<file path="src/hdl/hswap_pkg.sv">
// Package for the hot swap signalling block: register offsets, field positions,
// reset values and ROM constants.
// Assumes a 32-bit APB bus on a single 200 MHz clock.
package hswap_pkg;

  // ****************************************************************
  // Register map (byte addresses)
  // ****************************************************************
  localparam logic [7:0] HSW_CSR_ADDR = 8'h00; // Hot swap control and status
  localparam logic [7:0] HSW_MISC_ADDR = 8'h04; // Miscellaneous control
  localparam logic [7:0] HSW_IRQ_STS_ADDR = 8'h08; // Interrupt status, clear on read
  localparam logic [7:0] HSW_IRQ_MSK_ADDR = 8'h0C; // Interrupt mask
  localparam logic [7:0] HSW_PRELOAD_ADDR = 8'h10; // Preload status

  // ****************************************************************
  // Field positions
  // ****************************************************************
  localparam int HSW_INS_POS = 7; // Board added flag
  localparam int HSW_EXT_POS = 6; // Removal pending flag
  localparam int HSW_LOO_POS = 3; // Indicator on bit
  localparam int HSW_EIM_POS = 1; // Alert mask bit
  localparam int HSW_HSTS_POS = 8; // Handle state bit in misc register
  localparam int HSW_IRQ_INS_POS = 0; // Insertion event
  localparam int HSW_IRQ_EXT_POS = 1; // Extraction event
  localparam int HSW_IRQ_PRE_POS = 2; // Preload done event
  localparam int HSW_PRE_DONE_POS = 0; // Preload finished
  localparam int HSW_PRE_STOP_POS = 1; // Preload stopped on blank ROM

  // ****************************************************************
  // Reset values and constants
  // ****************************************************************
  localparam logic [2:0] HSW_IRQ_MSK_RST = 3'h0;
  localparam logic [7:0] HSW_ROM_BLANK = 8'hFF; // Blank byte at word address 0
  localparam logic [4:0] HSW_ROM_LAST = 5'h1F; // Last preloaded word address
  localparam logic [31:0] HSW_RD_ZERO = 32'h0000_0000;

endpackage

</file>
<file path="src/hdl/hswap_ctrl.sv">
// Hot swap signalling: alert output, removal indicator and handle switch
// flag logic, with an APB register slave and a masked interrupt.
// Assumes the serial ROM engine presents preload bytes on a valid strobe and
// that the handle switch input is already synchronous to clk_sys.
//
// Our own choices: the address map and register access over APB.
`timescale 1ns/1ps

// Functional notes
// - Alert pin is pulled low whenever either flag is set and the alert mask is clear.
// - An asserted alert tells the system of an insertion done or a removal about to happen.
// - The removal indicator follows the indicator on bit of the control register.
// - After reset the indicator stays on until preload finished and the handle is closed.
// - Once preload finished, handle switch transitions set the board added and removal pending flags.
// - The raw handle level is read in the misc register, not in the control register.
// - Preload stops if the byte at word address 0 is all ones.
module hswap_ctrl
  import hswap_pkg::*;
(
  input wire logic clk_sys,
  input wire logic rst,
  input wire logic psel,
  input wire logic penable,
  input wire logic pwrite,
  input wire logic [7:0] paddr,
  input wire logic [31:0] pwdata,
  output logic [31:0] prdata,
  output logic pready,
  output logic pslverr,
  input wire logic handle_switch_in,
  input wire logic rom_byte_valid,
  input wire logic [4:0] rom_byte_addr,
  input wire logic [7:0] rom_byte_data,
  output logic rom_stop,
  output logic hotswap_alert_n_out,
  output logic hotswap_alert_n_oe,
  output logic removal_indicator_out,
  output logic irq
);

  // ****************************************************************
  // State
  // ****************************************************************
  typedef enum logic [1:0] {HSW_PRELOAD, HSW_WAIT_CLOSE, HSW_RUN} hswap_phase_e;

  typedef struct packed {
    hswap_phase_e phase;
    logic board_added_flag;
    logic removal_pending_flag;
    logic indicator_on_bit;
    logic alert_mask_bit;
    logic handle_prev;
    logic pre_done;
    logic pre_stop;
    logic [2:0] irq_sts;
    logic [2:0] irq_msk;
    logic [31:0] prdata;
    logic pready;
    logic pslverr;
    logic rom_stop;
    logic alert_oe;
    logic led;
    logic irq;
  } hswap_state_s;

  hswap_state_s cur;
  hswap_state_s nxt;

  // Decode of the first access edge only; the edge that sees pready high ends it
  function automatic logic hsw_wr(input logic [7:0] a);
    hsw_wr = psel && penable && !cur.pready && pwrite && paddr == a;
  endfunction

  function automatic logic hsw_rd(input logic [7:0] a);
    hsw_rd = psel && penable && !cur.pready && !pwrite && paddr == a;
  endfunction

  // ****************************************************************
  // Next state
  // ****************************************************************
  always_comb begin
    logic ins_evt;
    logic ext_evt;
    logic pre_evt;
    logic known;
    logic [2:0] evt;
    ins_evt = 1'b0;
    ext_evt = 1'b0;
    pre_evt = 1'b0;
    known = 1'b0;
    evt = 3'h0;
    nxt = cur;
    nxt.pready = 1'b0;
    nxt.pslverr = 1'b0;
    nxt.prdata = HSW_RD_ZERO;
    nxt.handle_prev = handle_switch_in;

    // Preload tracking, blank ROM stops the load
    if (!cur.pre_done && rom_byte_valid) begin
      if (rom_byte_addr == 5'h00 && rom_byte_data == HSW_ROM_BLANK) begin
        nxt.rom_stop = 1'b1;
        nxt.pre_stop = 1'b1;
        nxt.pre_done = 1'b1;
        pre_evt = 1'b1;
      end else if (rom_byte_addr == HSW_ROM_LAST) begin
        nxt.pre_done = 1'b1;
        pre_evt = 1'b1;
      end
    end

    // Handle closing adds the board, opening asks for removal
    if (cur.phase == HSW_RUN && handle_switch_in != cur.handle_prev) begin
      ins_evt = handle_switch_in;
      ext_evt = !handle_switch_in;
    end

    // Indicator hold after reset
    unique case (cur.phase)
      HSW_PRELOAD: begin
        if (cur.pre_done) begin
          nxt.phase = HSW_WAIT_CLOSE;
        end
      end
      HSW_WAIT_CLOSE: begin
        if (handle_switch_in) begin
          nxt.phase = HSW_RUN;
          ins_evt = 1'b1;
        end
      end
      HSW_RUN: begin
      end
    endcase

    // Register writes; flags are write one to clear, set wins
    if (hsw_wr(HSW_CSR_ADDR)) begin
      if (pwdata[HSW_INS_POS]) begin
        nxt.board_added_flag = 1'b0;
      end
      if (pwdata[HSW_EXT_POS]) begin
        nxt.removal_pending_flag = 1'b0;
      end
      nxt.indicator_on_bit = pwdata[HSW_LOO_POS];
      nxt.alert_mask_bit = pwdata[HSW_EIM_POS];
    end
    if (hsw_wr(HSW_IRQ_MSK_ADDR)) begin
      nxt.irq_msk = pwdata[2:0];
    end
    if (ins_evt) begin
      nxt.board_added_flag = 1'b1;
    end
    if (ext_evt) begin
      nxt.removal_pending_flag = 1'b1;
    end

    // Register reads; status clears on read, new events win
    known = paddr == HSW_CSR_ADDR || paddr == HSW_MISC_ADDR || paddr == HSW_IRQ_STS_ADDR
      || paddr == HSW_IRQ_MSK_ADDR || paddr == HSW_PRELOAD_ADDR;
    if (psel && penable && !cur.pready) begin
      nxt.pready = 1'b1;
      nxt.pslverr = !known;
    end
    if (hsw_rd(HSW_CSR_ADDR)) begin
      nxt.prdata[HSW_INS_POS] = cur.board_added_flag;
      nxt.prdata[HSW_EXT_POS] = cur.removal_pending_flag;
      nxt.prdata[HSW_LOO_POS] = cur.indicator_on_bit;
      nxt.prdata[HSW_EIM_POS] = cur.alert_mask_bit;
    end
    if (hsw_rd(HSW_MISC_ADDR)) begin
      nxt.prdata[HSW_HSTS_POS] = handle_switch_in;
    end
    if (hsw_rd(HSW_IRQ_STS_ADDR)) begin
      nxt.prdata[2:0] = cur.irq_sts;
      nxt.irq_sts = 3'h0;
    end
    if (hsw_rd(HSW_IRQ_MSK_ADDR)) begin
      nxt.prdata[2:0] = cur.irq_msk;
    end
    if (hsw_rd(HSW_PRELOAD_ADDR)) begin
      nxt.prdata[HSW_PRE_DONE_POS] = cur.pre_done;
      nxt.prdata[HSW_PRE_STOP_POS] = cur.pre_stop;
    end
    evt[HSW_IRQ_INS_POS] = ins_evt;
    evt[HSW_IRQ_EXT_POS] = ext_evt;
    evt[HSW_IRQ_PRE_POS] = pre_evt;
    nxt.irq_sts = nxt.irq_sts | evt;

    // Pin outputs; the alert pin is open drain, pulled low only
    nxt.alert_oe = (nxt.board_added_flag || nxt.removal_pending_flag)
      && !nxt.alert_mask_bit;
    nxt.led = (nxt.phase != HSW_RUN) || nxt.indicator_on_bit;
    nxt.irq = |(nxt.irq_sts & nxt.irq_msk);
  end

  // ****************************************************************
  // State register
  // ****************************************************************
  always_ff @(posedge clk_sys) begin
    if (rst) begin
      cur <= '0;
      cur.phase <= HSW_PRELOAD;
      cur.irq_msk <= HSW_IRQ_MSK_RST;
      cur.led <= 1'b1;
    end else begin
      cur <= nxt;
    end
  end

  // Outputs straight from flip-flops, except the alert level, which is tied low
  assign prdata = cur.prdata;
  assign pready = cur.pready;
  assign pslverr = cur.pslverr;
  assign rom_stop = cur.rom_stop;
  assign hotswap_alert_n_out = 1'b0;
  assign hotswap_alert_n_oe = cur.alert_oe;
  assign removal_indicator_out = cur.led;
  assign irq = cur.irq;
endmodule

</file>
<file path="config.mk">
export PLATFORM = sky130hd
export DESIGN_NAME = hswap_ctrl
export DESIGN_NICKNAME = d
export VERILOG_FILES = /design/src/hdl/hswap_pkg.sv /design/src/hdl/hswap_ctrl.sv
export SDC_FILE = /design/constraint.sdc
export NUM_CORES = 1
export LEC_CHECK = 0
export BUFFER_PORTS_ARGS = -buffer_cell sky130_fd_sc_hd__buf_2
export CAP_MARGIN = 0
export CORE_MARGIN = 1.5
export CORE_UTILIZATION = 41
export DETAILED_ROUTE_END_ITERATION = 8
export GPL_TIMING_DRIVEN = 0
export MAX_ROUTING_LAYER = met4
export PLACE_DENSITY = 0.8
export SETUP_SLACK_MARGIN = 0.3
export SLEW_MARGIN = 20
export SYNTH_ARGS = -nofsm -noshare
export SYNTH_HDL_FRONTEND = slang
export SYNTH_SLANG_ARGS = --single-unit
</file>
<file path="constraint.sdc">
create_clock -name clk_sys -period 2.2 [get_ports clk_sys]
set_clock_uncertainty 0.1 [all_clocks]
set_input_delay 0.44 -clock clk_sys [delete_from_list [all_inputs] [get_ports clk_sys]]
set_output_delay 0.44 -clock clk_sys [all_outputs]
set_load 0.005 [all_outputs]
</file>
# --- Yosys cells after proc, flatten, opt, wreduce, memory -nomap -nowiden ---
# Cells that the tools add are included.
totals:
  elab_cells: 95
  reg_bits: 52
  output_inout_bits: 39
  input_bits: 60
classes:
  n_reduce_logical: 37
  n_mux: 24
  bitwise_logic: 5
  eq_ne: 10
ops:
  columns: ["op", "n"]
  rows:
  - ["$eq 8x4->1 const B", 2]
  - ["$logic_and 1x1->1", 15]
  - ["$mux 1", 14]
  - ["$mux 3", 4]
  - ["$eq 8x3->1 const B", 1]
  - ["$eq 8x5->1 const B", 1]
  - ["$eq 8x8->1 const B", 1]
  - ["$logic_not 8->1", 1]
  - ["$mux 2", 4]
  - ["$logic_not 1->1", 6]
  - ["$logic_or 1x1->1", 6]
  - ["$reduce_or 2->1", 3]
  - ["$eq 5x5->1 const B", 1]
  - ["$logic_not 5->1", 1]
  - ["$mux 4", 1]
  - ["$pmux 2 s2", 1]
  - ["$reduce_and 2->1", 2]
  - ["$and 3x3->3", 1]
  - ["$not 1->1", 3]
  - ["$or 3x3->3", 1]
  - ["$reduce_or 3->1", 1]
  - ["$eq 2x1->1 const B", 1]
  - ["$eq 2x2->1 const B", 1]
  - ["$logic_not 2->1", 1]
  - ["other kinds (3)", 3]

# --- Logic depth before layout (Yosys ltp) ---
depth:
  ltp_word: 8
  ltp_mapped: 6
  mapped_depth_nobuf: 5

# --- Worst setup path before layout ---
# Ideal clock, no wire load.
synth_path:
  path_kind: "input to register"
  start: "in rom_byte_addr[2]"
  end: "reg cur (netlist bit irq)"
  required_time_ps: 2030
  setup_ps: 70
  arrival_time_ps: 1565
  slack_ps: 465
  stages: 5
  path_buffers: 0
  cell_sequence: "or4b_4 -> nor4_4 -> a211oi_2 -> o22a_1 -> a21oi_1"
synth_between:
  elab_chain_len: 7
  elab_cells_between_ends: 9
  cone_classes: "eq/ne: 1; mux: 3; bitwise: 2; reduce/logical: 3"
synth_rtl:
  columns: ["element", "line", "text"]
  rows:
  - ["start, declared", "hswap_ctrl.sv:32", "input wire logic [4:0] rom_byte_addr,"]
  - ["$eq 5x5->1 or $logic_not 5->1 (tied branches)", "hswap_ctrl.sv:105, hswap_ctrl.sv:100", null]
  - ["$mux 1 or $logic_and 1x1->1 (tied branches)", "hswap_ctrl.sv:105, hswap_ctrl.sv:100", null]
  - ["$mux 1 *", "hswap_ctrl.sv:100", "if (rom_byte_addr == 5'h00 && rom_byte_data == HSW_ROM_BLANK) begin"]
  - ["$mux 1 *", "hswap_ctrl.sv:99", "if (!cur.pre_done && rom_byte_valid) begin"]
  - ["$or 3x3->3 *", "hswap_ctrl.sv:185", "nxt.irq_sts = nxt.irq_sts | evt;"]
  - ["$and 3x3->3 *", "hswap_ctrl.sv:191", "nxt.irq = |(nxt.irq_sts & nxt.irq_msk);"]
  - ["$reduce_or 3->1 *", "hswap_ctrl.sv:191", null]
  - ["end signal, assigned", "hswap_ctrl.sv:204", "cur <= nxt;"]
  - ["end, declared", "hswap_ctrl.sv:66", "hswap_state_s cur;"]
# Mark *: on every way between the ends. The rest lies on a longest branch, timed or not.
# A chain may end at the register's enable or synchronous reset.

# --- Worst setup path after layout ---
layout_path:
  start: "reg cur (netlist bit pready)"
  end: "reg cur (netlist bit hotswap_alert_n_oe)"
layout_between:
  elab_chain_len: 8
  elab_cells_between_ends: 10
  cone_classes: "mux: 3; reduce/logical: 7"
layout_rtl:
  columns: ["element", "line", "text"]
  rows:
  - ["$logic_not 1->1 *", "hswap_ctrl.sv:71", "hsw_wr = psel && penable && !cur.pready && pwrite && paddr == a;"]
  - ["$logic_and 1x1->1 * (3 in a row)", "hswap_ctrl.sv:71", null]
  - ["$mux 4 *", "hswap_ctrl.sv:135", "if (hsw_wr(HSW_CSR_ADDR)) begin"]
  - ["$mux 1, on equally long branches", "hswap_ctrl.sv:148, hswap_ctrl.sv:151", null]
  - ["$logic_or 1x1->1", "hswap_ctrl.sv:188", "nxt.alert_oe = (nxt.board_added_flag || nxt.removal_pending_flag)"]
  - ["$logic_and 1x1->1 *", "hswap_ctrl.sv:189", "&& !nxt.alert_mask_bit;"]
# Marked as above.

==> impl_metrics.yaml <==
clock_tree:
  clk_pin_slew_ns: 0.15
  clock-sinks: 27
  cts_setup_buffers: 0
  cts_tree: "done"
  cts-root-buf: "clkbuf_4"
  ctsHoldBuffers: 0
  numCtsBuffers: 3
  clk_path_buf_depth: 2
  clkLatencyLatePin_ns: 0.34
  post_cts_resized: 0
  htree_levels: 1
setup_path:
  cp-endpoint: "hotswap_alert_n_oe$_SDFF_PP0_"
  cp_num_cells: 5
  worst_setup_path_end_kind: "flop"
  cp_slowest_stage_delay_ns: 0.38
  startpoint: "pready$_SDFF_PP0_"
  reg2reg_from: "pready$_SDFF_PP0_"
  arrival_ns: 1.94
  cp_max_fo: 4
  rrSetupSlack_ns: 0.45
  critPathKind: "reg -> reg"
  worst_setup_path_start_kind: "flop"
  cp_cell_sequence: "and3b_1 -> nand3_2 -> nor3_2 -> mux2i_1 -> o21a_1"
  crit_family: "simple AND/OR/NAND/NOR gates"
  critPathRequiredTime_ns: 2.38
  timing.rr.end: "hotswap_alert_n_oe$_SDFF_PP0_"
  critPathSlowestCell: "nor3_2"
  worst-path-buf-inv: 0
  ff2ff_path_depth: 5
global_routing:
  grt_pass1_wl_mm: 4.022
  grt-ovfl-total: 0
  grt_max_degree: 16
  antenna_found_initial: 0
  grt_usage_pct: 14.76
  grt_pass1_vias: 1000
power_and_ir_drop:
  power.leakage_nw: 0.8842
  ir_drop_uv: 187.2
  pwr-share-seq_pct: 59.4
  p_int_mw: 0.6256
  comb_power_share_pct: 14.2
  swShare_pct: 24.91
  power_density_mw_per_mm2: 461.4
  p_sw_mw: 0.2075
  pwr-share-clk_pct: 26.4
  p_total_mw: 0.8331
yosys:
  synth_seq_area_share_pct: 38.43
  yosysWarnings: 0
  syn_area_mm2: 0.001406
  synth_edf_count: 0
  postSynth.asyncResetShare_pct: 0
  ys.flop_type: "dfxtp_1"
  synth_top_area_share_pct: 38.43
  synth_area_leaders: "dfxtp_1 (38%), buf_4 (18%), mux2i_1 (5.7%), nor2_1 (5.6%), a21oi_1 (1.8%)"
  ys_ff_latch: 27
  syn_avg_cell_area_um2: 9.252
  yosysMostFrequentCell: "buf_4"
  synth.distinct_cells: 43
  ys_top_cells_by_count: "buf_4 (33), dfxtp_1 (27), nor2_1 (21)"
  synth_top_area_cell: "dfxtp_1"
  syn_inst: 152
floorplan:
  chipHeight_um: 61.57
  start_util_pct: 42.48
  floorplan.core_area_mm2: 0.003311
  fp-row-count: 21
  die-area_mm2: 0.003790
  boundaryPins: 99
  die_w_um: 61.57
timing:
  report.final.slew_viol_count: 0
  hold_viol: 0
  rsz0062_at_grt: "no"
  tns_ns: 0
  setup_viol: 0
  period_share_pct: 79.64
  fmax_mhz: 570.7
  whs_ns: 0.2152
  fin_crit_ns: 1.752
outcome:
  status: "finished, final reports clean"
flow_run:
  maxCapViolCount: 0
routing:
  met3_wirelength_um: 218
  drt_iter0_drc: 15
  met1_length_mm: 1.082
  num_vias: 1180
  first_pass_iters: 4
  drc_errors: 0
  route.top_layer_used: "met4"
  drt-vias-per-instance: 4.354
  wl_met2_mm: 1.318
  wl_per_cell_um: 9.768
  wl_mm: 2.647
  ant_nets: 0
finish:
  antenna_cells: 0
  finalNetCount: 286
  synthToLayoutAreaGrowth_pct: 28.38
  fin_util_pct: 54.54
  stdcell_area_mm2: 0.001805
  drive_above_1_share_pct: 42.22
hold_path:
  hold_class: "in -> reg"
  hold_path_depth: 2
placed_design:
  finalWeightedCongestion: 0.8029
  placed_area_mm2: 0.001778
  dp_hpwl_mm: 2.158
  port-buffer-count: 44
area by class of cell:
type                    count  area, um^2
fillers                   336        1505
multi-input cells         110       683.2
flip-flops and latches     27       540.5
plain buffers              37       265.3
repair buffers             44       220.2
well taps                  46       57.56
clock buffers               3       22.52
inverters                   3       11.26
clock inverters             1       5.005
cell usage in the layout, fill, tap and decap left out, types with 2 or more instances in the layout:
cell type	n
buf_2	46
nand4b_1	2
nor4b_1	2
o21ai_0	3
clkbuf_4	3
nand3_1	4
and2_1	4
mux2i_1	8
nand4_1	2
conb_1	26
nor4_1	2
clkbuf_1	2
inv_1	3
buf_4	33
a21oi_1	5
nor2_1	21
nor3_1	2
dfxtp_1	27
nand2_1	4
routing by layer:
metal	up-vias	GRT usage, %
met2	52	27.22
met1	511	14.87
met5	-	-
met3	3	3.571
met4	0	5.471
li1	614	-
logic make-up (layout without fill, tap and decap cells):
group	after synthesis	after routing	synth area share, %
and+or+nand+nor	59	59	26.78
muxes	9	9	6.495
other	1	26	0.2666
buffers and inverters	40	88	19.66
DFF	27	27	38.43
AOI/OAI and AO/OA	16	16	8.363
worst min-delay path by stage:
stage | slack, ns | from | endpoint
after floorplan | 0.33 | cur[48]$_SDFF_PP0_ | prdata[3]$_SDFF_PP0_
after global placement | 0.34 | cur[49]$_SDFF_PP0_ | prdata[6]$_SDFF_PP0_
after detailed placement | 0.35 | cur[50]$_SDFF_PP0_ | prdata[7]$_SDFF_PP0_
after CTS | 0.21 | pwdata[7] | cur[50]$_SDFF_PP0_
after global routing | 0.21 | pwdata[6] | cur[49]$_SDFF_PP0_
final | 0.22 | pwdata[7] | cur[50]$_SDFF_PP0_
per-stage QoR:
stage | setup WS, ns | instances
after floorplan | 0.4646 | 177
after global placement | 0.2527 | 267
after detailed placement | 0.2410 | 267
after CTS | 0.4456 | 271
after global routing | 0.3528 | 271
final | 0.4479 | 271
worst reg2reg max path: stages (launching register included):
cell and delay (ns):
dfxtp_1 0.34, and3b_1 0.28, nand3_2 0.13, nor3_2 0.38
mux2i_1 0.31, o21a_1 0.16
power groups by stage:
| stage | registers [mW] | clock network, mW | logic [mW] |
|---|---|---|---|
| 2_1_floorplan | 0.506 | 0 | 0.0735 |
| 3_3_place_gp | 0.506 | 0 | 0.115 |
| 3_5_place_dp | 0.506 | 0 | 0.117 |
| 4_1_cts | 0.495 | 0.224 | 0.117 |
| 5_1_grt | 0.496 | 0.240 | 0.135 |
| 6_report | 0.495 | 0.220 | 0.118 |
registers in the layout, summed over array words and instances (netlist names):
register               flops
cur                       14
hotswap_alert_n_oe         1
irq                        1
prdata                     7
pready                     1
pslverr                    1
removal_indicator_out      1
rom_stop                   1
(Power assumes the default switching activity.)
